### src/verilog/tmr16_pkg.sv
// Shared constants, types and register map of the 16-bit capture/compare timer
package tmr16_pkg;

    // ------------------------------------------------------------
    // Register map (byte wide registers, 4-bit address)
    // ------------------------------------------------------------
    localparam logic [3:0] ADR_CTRL_A = 4'h0;
    localparam logic [3:0] ADR_CTRL_B = 4'h1;
    localparam logic [3:0] ADR_CTRL_C = 4'h2;
    localparam logic [3:0] ADR_FLAGS = 4'h3;
    localparam logic [3:0] ADR_IRQ_EN = 4'h4;
    localparam logic [3:0] ADR_CNT_LO = 4'h5;
    localparam logic [3:0] ADR_CNT_HI = 4'h6;
    localparam logic [3:0] ADR_CAP_LO = 4'h7;
    localparam logic [3:0] ADR_CAP_HI = 4'h8;
    localparam logic [3:0] ADR_CMP_LO = 4'h9;
    localparam logic [3:0] ADR_CMP_STEP = 4'h2;

    // ------------------------------------------------------------
    // Field positions and masks
    // ------------------------------------------------------------
    localparam int CB_EDGE = 6;
    localparam int CC_SRC = 0;
    localparam int FLG_OVF = 0;
    localparam int FLG_CAP = 1;
    localparam logic [7:0] CTRL_B_MASK = 8'h5f;
    localparam logic [7:0] CTRL_C_MASK = 8'h01;

    // ------------------------------------------------------------
    // Waveform modes, top values, clock select, output codes
    // ------------------------------------------------------------
    localparam logic [3:0] WGM_NORMAL = 4'h0;
    localparam logic [3:0] WGM_CLR_CMP = 4'h4;
    localparam logic [3:0] WGM_CLR_CAP = 4'hc;
    localparam logic [15:0] TOP_8 = 16'h00ff;
    localparam logic [15:0] TOP_9 = 16'h01ff;
    localparam logic [15:0] TOP_10 = 16'h03ff;
    localparam logic [15:0] CNT_MAX = 16'hffff;
    localparam logic [15:0] CNT_ZERO = 16'h0000;
    localparam logic [15:0] CNT_ONE = 16'h0001;
    localparam logic [2:0] CS_STOP = 3'h0;
    localparam logic [2:0] CS_DIV1 = 3'h1;
    localparam logic [2:0] CS_DIV8 = 3'h2;
    localparam logic [2:0] CS_DIV64 = 3'h3;
    localparam logic [2:0] CS_DIV256 = 3'h4;
    localparam logic [2:0] CS_DIV1024 = 3'h5;
    localparam logic [2:0] CS_EXT_FALL = 3'h6;
    localparam logic [2:0] CS_EXT_RISE = 3'h7;
    localparam logic [9:0] PRESC_STEP = 10'h001;
    localparam logic [9:0] DIV8_MASK = 10'h007;
    localparam logic [9:0] DIV64_MASK = 10'h03f;
    localparam logic [9:0] DIV256_MASK = 10'h0ff;
    localparam logic [9:0] DIV1024_MASK = 10'h3ff;
    localparam logic [1:0] COM_OFF = 2'h0;
    localparam logic [1:0] COM_TOGGLE = 2'h1;
    localparam logic [1:0] COM_CLEAR = 2'h2;
    localparam logic [1:0] COM_SET = 2'h3;

    // ------------------------------------------------------------
    // Types
    // ------------------------------------------------------------
    typedef enum logic [1:0] {
        DIR_UP = 2'b01,
        DIR_DOWN = 2'b10
    } tmr16_dir_e;

    typedef struct packed {
        logic [3:0] addr;
        logic [7:0] wdata;
        logic wr;
        logic rd;
    } tmr16_bus_s;

    typedef struct packed {
        logic [15:0] cnt;
        logic [15:0] cap;
        logic [2:0][15:0] cmp;
        logic [7:0] ctrl_a;
        logic [7:0] ctrl_b;
        logic [7:0] ctrl_c;
        logic [1:0] flags;
        logic [1:0] irq_en;
        tmr16_dir_e dir;
        logic [2:0] wave;
        logic [2:0] cap_sync;
        logic [2:0] cmp_sync;
        logic [2:0] ext_sync;
        logic [9:0] presc;
        logic [7:0] rdata;
    } tmr16_state_s;

    localparam tmr16_state_s STATE_RST = '{
        cnt: 16'h0000, cap: 16'h0000, cmp: 48'h0, ctrl_a: 8'h00,
        ctrl_b: 8'h00, ctrl_c: 8'h00, flags: 2'h0, irq_en: 2'h0,
        dir: DIR_UP, wave: 3'h0, cap_sync: 3'h0, cmp_sync: 3'h0,
        ext_sync: 3'h0, presc: 10'h000, rdata: 8'h00};

endpackage

### src/verilog/tmr16_top.sv
// 16-bit timer/counter with input capture and three compare outputs
// ------------------------------------------------------------
// ------------------------------------------------------------
//
// The address-and-strobe port and the placing of the registers were decided locally.
`timescale 1ns/1ns

module tmr16_top #(
    parameter bit HAS_CMP_SRC = 1'b1
) (
    // Clock and reset
    input wire logic I_CLK_SYS,
    input wire logic I_RST,
    // Register port
    input wire tmr16_pkg::tmr16_bus_s I_BUS,
    output logic [7:0] O_RDATA,
    // Event pins
    input wire logic I_CAPTURE_PIN,
    input wire logic I_COMPARATOR_OUTPUT,
    input wire logic I_EXT_COUNT_PIN,
    // Interrupt service
    input wire logic I_OVF_IRQ_ACK,
    input wire logic I_CAP_IRQ_ACK,
    output logic O_OVF_IRQ,
    output logic O_CAPTURE_IRQ,
    // Waveform pins
    output logic [2:0] O_WAVE_OUT,
    output logic [2:0] O_WAVE_OVERRIDE
);

    // ------------------------------------------------------------
    // State and decoded signals
    // ------------------------------------------------------------
    tmr16_pkg::tmr16_state_s st;
    tmr16_pkg::tmr16_state_s next_st;
    logic [3:0] wgm;
    logic [2:0] cs;
    logic [15:0] top;
    logic is_fast, is_phase, cap_top;
    logic tick, at_top, ovf_set, ovf_clr, cap_clr;
    logic [2:0] src_sync;
    logic cap_edge, cap_fire, ext_rise, ext_fall;
    logic [2:0] drive;
    logic [2:0] hit;
    logic [1:0] m;
    logic tgl_ok;
    logic wr_cnt;

    always_comb begin
        next_st = st;
        wgm = {st.ctrl_b[4:3], st.ctrl_a[1:0]};
        cs = st.ctrl_b[2:0];
        m = tmr16_pkg::COM_OFF;
        tgl_ok = 1'b0;
        drive = 3'h0;
        hit = 3'h0;
        ovf_set = 1'b0;
        next_st.rdata = 8'h00;
        wr_cnt = I_BUS.wr && (I_BUS.addr == tmr16_pkg::ADR_CNT_LO ||
                              I_BUS.addr == tmr16_pkg::ADR_CNT_HI);

        // ------------------------------------------------------------
        // Pin synchronisers and edge detectors
        // ------------------------------------------------------------
        next_st.cap_sync = {st.cap_sync[1:0], I_CAPTURE_PIN};
        next_st.cmp_sync = {st.cmp_sync[1:0], I_COMPARATOR_OUTPUT};
        next_st.ext_sync = {st.ext_sync[1:0], I_EXT_COUNT_PIN};
        src_sync = (HAS_CMP_SRC && st.ctrl_c[tmr16_pkg::CC_SRC]) ?
                   st.cmp_sync : st.cap_sync;
        cap_edge = st.ctrl_b[tmr16_pkg::CB_EDGE] ?
                   (src_sync[1] && !src_sync[2]) :
                   (!src_sync[1] && src_sync[2]);
        ext_rise = st.ext_sync[1] && !st.ext_sync[2];
        ext_fall = !st.ext_sync[1] && st.ext_sync[2];

        // ------------------------------------------------------------
        // Waveform mode decode
        // ------------------------------------------------------------
        top = tmr16_pkg::CNT_MAX;
        is_fast = 1'b0;
        is_phase = 1'b0;
        cap_top = 1'b0;
        case (wgm)
            4'h1: begin
                top = tmr16_pkg::TOP_8;
                is_phase = 1'b1;
            end
            4'h2: begin
                top = tmr16_pkg::TOP_9;
                is_phase = 1'b1;
            end
            4'h3: begin
                top = tmr16_pkg::TOP_10;
                is_phase = 1'b1;
            end
            4'h4: top = st.cmp[0];
            4'h5: begin
                top = tmr16_pkg::TOP_8;
                is_fast = 1'b1;
            end
            4'h6: begin
                top = tmr16_pkg::TOP_9;
                is_fast = 1'b1;
            end
            4'h7: begin
                top = tmr16_pkg::TOP_10;
                is_fast = 1'b1;
            end
            4'h8, 4'ha: begin
                top = st.cap;
                is_phase = 1'b1;
                cap_top = 1'b1;
            end
            4'h9, 4'hb: begin
                top = st.cmp[0];
                is_phase = 1'b1;
            end
            4'hc: begin
                top = st.cap;
                cap_top = 1'b1;
            end
            4'he: begin
                top = st.cap;
                is_fast = 1'b1;
                cap_top = 1'b1;
            end
            4'hf: begin
                top = st.cmp[0];
                is_fast = 1'b1;
            end
            default: top = tmr16_pkg::CNT_MAX;
        endcase
        at_top = (st.cnt == top);
        cap_fire = cap_edge && !cap_top;

        // ------------------------------------------------------------
        // Prescaler and clock select
        // ------------------------------------------------------------
        next_st.presc = st.presc + tmr16_pkg::PRESC_STEP;
        case (cs)
            tmr16_pkg::CS_DIV1: tick = 1'b1;
            tmr16_pkg::CS_DIV8:
                tick = (st.presc & tmr16_pkg::DIV8_MASK) == tmr16_pkg::DIV8_MASK;
            tmr16_pkg::CS_DIV64:
                tick = (st.presc & tmr16_pkg::DIV64_MASK) == tmr16_pkg::DIV64_MASK;
            tmr16_pkg::CS_DIV256:
                tick = (st.presc & tmr16_pkg::DIV256_MASK) == tmr16_pkg::DIV256_MASK;
            tmr16_pkg::CS_DIV1024:
                tick = st.presc == tmr16_pkg::DIV1024_MASK;
            tmr16_pkg::CS_EXT_FALL: tick = ext_fall;
            tmr16_pkg::CS_EXT_RISE: tick = ext_rise;
            default: tick = 1'b0;
        endcase

        // ------------------------------------------------------------
        // Counter sequence
        // ------------------------------------------------------------
        if (tick) begin
            if (is_phase) begin
                if (st.dir == tmr16_pkg::DIR_UP) begin
                    if (at_top) begin
                        next_st.dir = tmr16_pkg::DIR_DOWN;
                        next_st.cnt = st.cnt - tmr16_pkg::CNT_ONE;
                    end else begin
                        next_st.cnt = st.cnt + tmr16_pkg::CNT_ONE;
                    end
                end else if (st.cnt == tmr16_pkg::CNT_ZERO) begin
                    next_st.dir = tmr16_pkg::DIR_UP;
                    next_st.cnt = st.cnt + tmr16_pkg::CNT_ONE;
                    ovf_set = 1'b1;
                end else begin
                    next_st.cnt = st.cnt - tmr16_pkg::CNT_ONE;
                end
            end else if (is_fast || wgm == tmr16_pkg::WGM_CLR_CMP ||
                         wgm == tmr16_pkg::WGM_CLR_CAP) begin
                next_st.cnt = at_top ? tmr16_pkg::CNT_ZERO :
                              st.cnt + tmr16_pkg::CNT_ONE;
                ovf_set = is_fast ? at_top : (st.cnt == tmr16_pkg::CNT_MAX);
            end else begin
                next_st.cnt = st.cnt + tmr16_pkg::CNT_ONE;
                ovf_set = (st.cnt == tmr16_pkg::CNT_MAX);
            end
        end
        if (!is_phase) begin
            next_st.dir = tmr16_pkg::DIR_UP;
        end

        // ------------------------------------------------------------
        // Compare output channels
        // ------------------------------------------------------------
        for (int i = 0; i < 3; i++) begin
            m = st.ctrl_a[(7 - 2 * i) -: 2];
            hit[i] = tick && (st.cnt == st.cmp[i]);
            tgl_ok = (i == 0) && wgm[3];
            drive[i] = (m != tmr16_pkg::COM_OFF) &&
                       !((is_fast || is_phase) && m == tmr16_pkg::COM_TOGGLE &&
                         !tgl_ok);
            if (!(is_fast || is_phase)) begin
                if (hit[i]) begin
                    case (m)
                        tmr16_pkg::COM_TOGGLE: next_st.wave[i] = !st.wave[i];
                        tmr16_pkg::COM_CLEAR: next_st.wave[i] = 1'b0;
                        tmr16_pkg::COM_SET: next_st.wave[i] = 1'b1;
                        default: next_st.wave[i] = st.wave[i];
                    endcase
                end
            end else if (m == tmr16_pkg::COM_TOGGLE) begin
                if (hit[i] && tgl_ok) begin
                    next_st.wave[i] = !st.wave[i];
                end
            end else if (m[1]) begin
                if (is_fast) begin
                    if (tick && at_top) begin
                        next_st.wave[i] = (m == tmr16_pkg::COM_CLEAR);
                    end else if (hit[i] && st.cmp[i] != top) begin
                        next_st.wave[i] = (m == tmr16_pkg::COM_SET);
                    end
                end else if (hit[i]) begin
                    next_st.wave[i] = (st.dir == tmr16_pkg::DIR_UP) ?
                                      (m == tmr16_pkg::COM_SET) :
                                      (m == tmr16_pkg::COM_CLEAR);
                end
            end
        end

        // ------------------------------------------------------------
        // Register writes
        // ------------------------------------------------------------
        ovf_clr = I_OVF_IRQ_ACK;
        cap_clr = I_CAP_IRQ_ACK;
        if (I_BUS.wr) begin
            case (I_BUS.addr)
                tmr16_pkg::ADR_CTRL_A: next_st.ctrl_a = I_BUS.wdata;
                tmr16_pkg::ADR_CTRL_B:
                    next_st.ctrl_b = I_BUS.wdata & tmr16_pkg::CTRL_B_MASK;
                tmr16_pkg::ADR_CTRL_C:
                    next_st.ctrl_c = HAS_CMP_SRC ?
                                     (I_BUS.wdata & tmr16_pkg::CTRL_C_MASK) : 8'h00;
                tmr16_pkg::ADR_FLAGS: begin
                    ovf_clr = ovf_clr || I_BUS.wdata[tmr16_pkg::FLG_OVF];
                    cap_clr = cap_clr || I_BUS.wdata[tmr16_pkg::FLG_CAP];
                end
                tmr16_pkg::ADR_IRQ_EN: next_st.irq_en = I_BUS.wdata[1:0];
                tmr16_pkg::ADR_CNT_LO:
                    next_st.cnt = {st.cnt[15:8], I_BUS.wdata};
                tmr16_pkg::ADR_CNT_HI:
                    next_st.cnt = {I_BUS.wdata, st.cnt[7:0]};
                tmr16_pkg::ADR_CAP_LO: next_st.cap = {st.cap[15:8], I_BUS.wdata};
                tmr16_pkg::ADR_CAP_HI: next_st.cap = {I_BUS.wdata, st.cap[7:0]};
                default: begin
                    for (int i = 0; i < 3; i++) begin
                        if (I_BUS.addr == tmr16_pkg::ADR_CMP_LO +
                            4'(i * tmr16_pkg::ADR_CMP_STEP)) begin
                            next_st.cmp[i] = {st.cmp[i][15:8], I_BUS.wdata};
                        end
                        if (I_BUS.addr == tmr16_pkg::ADR_CMP_LO +
                            4'(i * tmr16_pkg::ADR_CMP_STEP + 1)) begin
                            next_st.cmp[i] = {I_BUS.wdata, st.cmp[i][7:0]};
                        end
                    end
                end
            endcase
        end

        // ------------------------------------------------------------
        // Capture and flags, a set beats a clear
        // ------------------------------------------------------------
        if (cap_fire) begin
            next_st.cap = st.cnt;
        end
        next_st.flags[tmr16_pkg::FLG_CAP] = cap_fire ||
            (st.flags[tmr16_pkg::FLG_CAP] && !cap_clr);
        next_st.flags[tmr16_pkg::FLG_OVF] = ovf_set ||
            (st.flags[tmr16_pkg::FLG_OVF] && !ovf_clr);

        // ------------------------------------------------------------
        // Register reads, data valid in the next cycle
        // ------------------------------------------------------------
        if (I_BUS.rd) begin
            case (I_BUS.addr)
                tmr16_pkg::ADR_CTRL_A: next_st.rdata = st.ctrl_a;
                tmr16_pkg::ADR_CTRL_B: next_st.rdata = st.ctrl_b;
                tmr16_pkg::ADR_CTRL_C: next_st.rdata = st.ctrl_c;
                tmr16_pkg::ADR_FLAGS: next_st.rdata = {6'h00, st.flags};
                tmr16_pkg::ADR_IRQ_EN: next_st.rdata = {6'h00, st.irq_en};
                tmr16_pkg::ADR_CNT_LO: next_st.rdata = st.cnt[7:0];
                tmr16_pkg::ADR_CNT_HI: next_st.rdata = st.cnt[15:8];
                tmr16_pkg::ADR_CAP_LO: next_st.rdata = st.cap[7:0];
                tmr16_pkg::ADR_CAP_HI: next_st.rdata = st.cap[15:8];
                tmr16_pkg::ADR_CMP_LO: next_st.rdata = st.cmp[0][7:0];
                4'ha: next_st.rdata = st.cmp[0][15:8];
                4'hb: next_st.rdata = st.cmp[1][7:0];
                4'hc: next_st.rdata = st.cmp[1][15:8];
                4'hd: next_st.rdata = st.cmp[2][7:0];
                4'he: next_st.rdata = st.cmp[2][15:8];
                default: next_st.rdata = 8'h00;
            endcase
        end
    end

    always_ff @(posedge I_CLK_SYS) begin
        if (I_RST) begin
            st <= tmr16_pkg::STATE_RST;
        end else begin
            st <= next_st;
        end
    end

    // ------------------------------------------------------------
    // Outputs
    // ------------------------------------------------------------
    assign O_RDATA = st.rdata;
    assign O_WAVE_OUT = st.wave;
    assign O_WAVE_OVERRIDE = drive;
    assign O_OVF_IRQ = st.flags[tmr16_pkg::FLG_OVF] && st.irq_en[tmr16_pkg::FLG_OVF];
    assign O_CAPTURE_IRQ = st.flags[tmr16_pkg::FLG_CAP] &&
                           st.irq_en[tmr16_pkg::FLG_CAP];
endmodule

### config.mk
export PLATFORM = sky130hd
export DESIGN_NAME = tmr16_top
export DESIGN_NICKNAME = d
export VERILOG_FILES = /design/src/verilog/tmr16_pkg.sv /design/src/verilog/tmr16_top.sv
export SDC_FILE = /design/constraint.sdc
export NUM_CORES = 1
export LEC_CHECK = 0
export BUFFER_PORTS_ARGS = -buffer_cell sky130_fd_sc_hd__buf_2
export CAP_MARGIN = 20
export CORE_MARGIN = 10
export CORE_UTILIZATION = 40
export DETAILED_ROUTE_END_ITERATION = 10
export SLEW_MARGIN = 20
export SYNTH_ARGS = -nofsm -noshare
export SYNTH_HDL_FRONTEND = slang
export SYNTH_SLANG_ARGS = --single-unit
### constraint.sdc
create_clock -name I_CLK_SYS -period 3.7 [get_ports I_CLK_SYS]
set_clock_uncertainty 0.05 [all_clocks]
set_input_delay 0.555 -clock I_CLK_SYS [delete_from_list [all_inputs] [get_ports I_CLK_SYS]]
set_output_delay 0.555 -clock I_CLK_SYS [all_outputs]
set_load 0.005 [all_outputs]
==> run_results.csv, run 1 <==
group,metric,value,unit
run_status,status,"completed",
synthesis,syn_area_per_cell,7.69,um2
clock_network,clock-sinks,131,
drt,wl_per_cell,26.0,um
timing,rsz0062_at_grt,"false",
clock_network,htree_levels,4,
synthesis,yosysTopAreaCell,"dfxtp_1",
power_and_ir_drop,ir_drop,0.349,mV
clock_network,cts_resized,0,
cells_and_area,final_common_cell,"nor2_1",
drt,drc,0,
global_route,grt_remaining_overflow,0,
cells_and_area,n_antenna_cell,0,
cells_and_area,fillers,2499,
worst_setup_path,crit_type,"reg2reg",
timing,slew_headroom,38.3,%
placement,gp_congestion,1.04,
power_and_ir_drop,p_sw,1.26,mW
cells_and_area,register_area,2620,um2
power_and_ir_drop,swShare,32.9,%
synthesis,synth_area_leaders,"dfxtp_1, mux2i_1, nor2_1",
power_and_ir_drop,pwr-share-clk,43.2,%
timing,final_hold_viol_count,0,
clock_network,postCtsHoldBufs,0,
cells_and_area,layout_common_cells,"nor2_1, dfxtp_1, nand2_1",
synthesis,synth.yosys.seq_area_share,26.3,%
drt,vias,10700,
placement,port_buffers,36,
synthesis,syn_nets,1327,
synthesis,synth_ff_type,"dfxtp_1",
cells_and_area,multiInputGateArea,6720,um2
clock_network,cts_buffers,17,
hold_path,hold_class,"in2reg",
clock_network,insertion_delay,0.43,ns
floorplanning,die_x,178,um
floorplanning,dieArea,31600,um2
clock_network,cts_tree,"done",
cells_and_area,nets,1349,
synthesis,synth_cell_types,89,
timing,hold_slack,0.281,ns
power_and_ir_drop,p_per_area,339,nW/um2
synthesis,synth_edf_count,0,
synthesis,netlist_area,9970,um2
worst_setup_path,endpoint_kind,"flop",
timing,finalSetupTns,0,ns
timing,post-route-period-util,94.2,%
global_route,track_usage,26.9,%
floorplanning,fp-row-count,57,
timing,tightestPinTransition,0.922,ns
drt,drt-total-wl,43.0,mm
run,max_cap_violations,0,
worst_setup_path,max_stage_delay,0.50,ns
drt,antenna_left,0,
power_and_ir_drop,seq_power_share,39.5,%
global_route,grt_pass1_vias,10100,
floorplanning,initial_utilization,40.9,%
worst_setup_path,path_buf_inv,2,
drt,vias_per_cell,6.45,
global_route,grt_max_degree,50,
worst_setup_path,path_delay_family,"simple AND/OR/NAND/NOR gates",
cells_and_area,drive_above_1_share,16.0,%
power_and_ir_drop,power.leakage,4.25,nW
floorplanning,chipHeight,178,um
worst_setup_path,crit_chain,"buf_4, nor2b_1, o32a_1, nor3_1, a211o_1, or4_4, nor2_4, buf_4, mux2i_1, a211o_1, o221ai_1, a221oi_1",
synthesis,ys_ff_latch,131,
placement,hpwlAfterDp,31.6,mm
clock_network,postCtsSetupBuffers,0,
worst_setup_path,cpMaxStageDelayCell,"or4_4",
synthesis,synth_async_sr_flop_share,0,%
floorplanning,io_pins,37,
drt,first_pass_iters,8,
clock_network,cts_buffer_depth,2,
worst_setup_path,crit_path_start_kind,"flop",
synthesis,synthCells,1296,
global_route,antenna_found_initial,0,
worst_setup_path,required,3.98,ns
drt,drt_iter0_drc,1622,
timing,layout_min_cycle_time,3.49,ns
timing,finalSetupViolations,0,
clock_network,clk_pin_slew,0.07,ns
power_and_ir_drop,p_comb_share,17.3,%
cells_and_area,syn_to_final_growth,13.1,%
synthesis,yosysWarnings,0,
worst_setup_path,crit_arrival,3.77,ns
power_and_ir_drop,p_int,2.57,mW
synthesis,yosysTopAreaCellShare,26.3,%
global_route,grt_pass1_wl,64.5,mm
clock_network,clock_tree.root_cell,"clkbuf_16",
floorplanning,fp.coreArea,24400,um2
timing,fmax,0.287,GHz
worst_setup_path,cp_max_fo,13,
timing,maxSlewViolCount,0,
==> metal layers <==
layer  track usage (%)  part of all wire (%)  vias up
met5                 0                     0        -
met3              5.25                    11      141
met2              40.3                    43      713
met1              35.5                    41     5053
met4              14.6                   5.4        0
li1                  -                     -     4768
==> final timing paths <==
path                                     to            start  slack, ns  cells after the start
worst max-delay path                st[132]           st[52]       0.21                     12
worst min-delay path            next_st[19]  I_EXT_COUNT_PIN       0.28                      2
worst max register to register      st[132]           st[52]       0.21                     12
worst min register to register  next_st[20]      next_st[19]       0.39                      1
==> Yosys cell counts, types with 6 or more instances <==
library cell,n
nor2_1,166
dfxtp_1,131
nand2_1,91
mux2i_1,87
clkbuf_1,78
a21oi_1,70
nand3_1,50
o21ai_0,46
xnor2_1,43
xor2_1,38
nor2b_1,34
nor3_1,32
a211oi_1,30
nand2b_1,26
nand4_1,24
inv_1,22
a22oi_1,19
buf_1,16
nor4_1,16
buf_4,14
o22ai_1,14
a31oi_1,13
buf_2,13
and3_1,12
ha_1,10
mux2_2,10
and2_1,9
nand3b_1,9
o211ai_1,8
o221ai_1,8
or3_1,8
a21o_1,7
a221o_1,7
a221oi_1,7
a31o_2,7
a32o_1,6
or4_1,6
==> metrics by stage <==
stage | utilization [%] | power, mW | cells | setup WS [ns] | area (um2)
after floorplan | - | 1.94 | 1296 | 0.571 | 9970
after CTS | 46.2 | 3.82 | 1655 | 0.224 | 11300
after global placement | 43.9 | 2.18 | 1623 | 0.237 | 10700
final | 46.2 | 3.83 | 1655 | 0.214 | 11300
after global routing | 46.2 | 3.95 | 1655 | 0.0693 | 11300
after detailed placement | 43.9 | 2.17 | 1623 | 0.225 | 10700
==> registers in the layout, indices dropped and copies added, names as in the netlist <==
signal / cells
m: 2
st: 109
cs: 3
O_RDATA: 8
O_WAVE_OUT: 3
next_st: 6
==> cell type report <==
cell class	instances	share of cell area (%)
Multi-Input combinational cell	1020	59.7
Inverter	22	0.733
Sequential cell	131	23.3
Clock buffer	17	3.77
Timing Repair Buffer	126	7.73
Clock inverter	15	1.25
Tap cell	324	3.60
==> power by group through the flow <==
| stage | logic (mW) | clock network (mW) | registers, mW |
|---|---|---|---|
| after floorplan | 0.438 | 0 | 1.50 |
| after global placement | 0.641 | 0 | 1.54 |
| after detailed placement | 0.636 | 0 | 1.54 |
| after CTS | 0.639 | 1.67 | 1.51 |
| after global routing | 0.701 | 1.74 | 1.51 |
| final | 0.661 | 1.65 | 1.51 |
==> cells by family after synthesis <==
logic type      Yosys count  synth area share (%)
flops                   131                  26.3
buf+inv                 145                  6.30
simple gates            513                  26.0
mux                     100                  10.4
xor+xnor                 81                  7.12
compound gates          316                  22.6
fa+ha+maj                10                  1.26
Note: power is estimated with default switching activity, not from simulation.
==> run 2: changes to the inputs <==
--- a/config.mk
+++ b/config.mk
@@ -10,6 +10,7 @@
 export CORE_MARGIN = 10
 export CORE_UTILIZATION = 40
 export DETAILED_ROUTE_END_ITERATION = 10
+export RECOVER_POWER = 100
 export SLEW_MARGIN = 20
 export SYNTH_ARGS = -nofsm -noshare
 export SYNTH_HDL_FRONTEND = slang
==> run_results.csv, run 2 (synthesis results as in run 1) <==
group,metric,value,unit
cells_and_area,multiInputGateArea,6710,um2
worst_setup_path,endpoint_kind,"flop",
global_route,grt_pass1_wl,64.5,mm
timing,fmax,0.283,GHz
cells_and_area,fillers,2521,
drt,drt_iter0_drc,1514,
clock_network,cts_tree,"done",
placement,gp_congestion,1.04,
timing,post-route-period-util,95.5,%
drt,first_pass_iters,6,
drt,drc,0,
global_route,grt_pass1_vias,10100,
cells_and_area,layout_common_cells,"nor2_1, dfxtp_1, nand2_1",
clock_network,htree_levels,4,
clock_network,clock_tree.root_cell,"clkbuf_16",
clock_network,insertion_delay,0.43,ns
floorplanning,fp.coreArea,24400,um2
drt,vias,10600,
power_and_ir_drop,ir_drop,0.351,mV
cells_and_area,largest_reg_flops,109,
clock_network,cts_buffers,17,
clock_network,clock-sinks,131,
timing,rsz0062_at_grt,"false",
global_route,track_usage,26.9,%
run,max_cap_violations,2,
cells_and_area,syn_to_final_growth,12.3,%
run_status,violations,"capacitance limit, slew limit",
power_and_ir_drop,p_per_area,342,nW/um2
worst_setup_path,crit_type,"reg2reg",
global_route,grt_remaining_overflow,0,
cells_and_area,regMostFlops,"st",
floorplanning,fp-row-count,57,
worst_setup_path,cp_max_fo,24,
drt,antenna_left,0,
worst_setup_path,required,3.99,ns
global_route,antenna_found_initial,0,
global_route,grt_max_degree,50,
power_and_ir_drop,finalPower,3.83,mW
cells_and_area,n_antenna_cell,0,
timing,tightestPinTransition,1.90,ns
timing,layout_min_cycle_time,3.53,ns
run_status,status,"finished with violations",
placement,port_buffers,36,
timing,finalSetupViolations,0,
drt,wl_per_cell,26.0,um
worst_setup_path,crit_path_start_kind,"flop",
placement,hpwlAfterDp,31.6,mm
worst_setup_path,rr_worst_depth,12,
power_and_ir_drop,power.leakage,4.13,nW
clock_network,clk_pin_slew,0.07,ns
drt,vias_per_cell,6.42,
hold_path,hold_class,"in2reg",
floorplanning,die_x,178,um
timing,finalSetupTns,0,ns
clock_network,postCtsSetupBuffers,0,
worst_setup_path,crit_arrival,3.82,ns
floorplanning,chipHeight,178,um
drt,drt-total-wl,43.0,mm
cells_and_area,drive_above_1_share,13.9,%
floorplanning,initial_utilization,40.9,%
floorplanning,dieArea,31600,um2
clock_network,cts_buffer_depth,2,
cells_and_area,final_common_cell,"nor2_1",
timing,final_hold_viol_count,0,
floorplanning,io_pins,37,
cells_and_area,nets,1349,
hold_path,min_path_cells,2,
timing,maxSlewViolCount,84,
timing,slew_headroom,-26.6,%
cells_and_area,register_area,2620,um2
-- run 2: changes by cell type in the layout (fill, tap and decap cells not counted) --
| cell | change |
|---|---|
| clkbuf_1 | +24 |
| buf_4 | -13 |
| clkbuf_2 | +1 |
| a221oi_2 | -1 |
| a221oi_1 | +1 |
| buf_1 | +1 |
| a211o_2 | -1 |
| a211o_1 | +1 |
| nand4_1 | +1 |
| buf_2 | -13 |
| nand4_2 | -1 |
-- run 2: where the power goes --
group	internal, mW	leakage, nW	switching [mW]
clock network	0.888	0.275	0.770
logic	0.230	2.80	0.430
registers	1.45	1.06	0.0640
-- run 2: worst max-delay path, cell delays in order, from the launching register on --
cell and delay, ns:
dfxtp_1 0.41, buf_4 0.31, nor2_1 0.17, a31o_2 0.26
a22oi_1 0.19, a21oi_1 0.11, or4_4 0.64, nor2_4 0.32
clkbuf_2 0.23, mux2i_1 0.23, a211o_1 0.12, o221ai_1 0.11
a221oi_1 0.27
-- run 2: area by class of cell --
class | count | share of cell area (%)
clock buffers | 17 | 3.80
clock inverters | 15 | 1.26
inverters | 22 | 0.738
multi-input cells | 1020 | 59.9
flip-flops and latches | 131 | 23.4
well taps | 324 | 3.62
repair buffers | 126 | 7.21
-- run 2: timing repair --
action | CTS | global route
endpoints found under the hold margin | 0 | 0
setup endpoints to repair | 0 | 1
gates resized for setup | 0 | 1
hold buffers | 0 | 0
-- run 2: layer usage --
layer	GRT usage, %	vias to the layer above	wire length [um]
li1	-	4760	-
met3	5.25	154	4320
met2	40.3	674	18600
met4	14.6	0	2370
met5	0	-	0
met1	35.5	5038	17800
-- run 2: path summary, 6_finish.rpt --
| kind | slack [ns] | startpoint | endpoint |
|---|---|---|---|
| worst max-delay path | 0.17 | st[52] | st[132] |
| worst max register to register | 0.17 | st[52] | st[132] |
| worst min-delay path | 0.28 | I_EXT_COUNT_PIN | next_st[19] |
| worst min register to register | 0.39 | next_st[19] | next_st[20] |
-- run 2: stage by stage --
stage	setup slack (ns)	std cells	util, %	area, um2	hold WS (ns)
after global routing	0.0515	1655	45.9	11200	0.277
after global placement	0.237	1623	43.9	10700	0.374
after detailed placement	0.225	1623	43.9	10700	0.374
after floorplan	0.571	1296	-	9970	0.363
final	0.167	1655	45.9	11200	0.276
after CTS	0.224	1655	46.2	11300	0.273
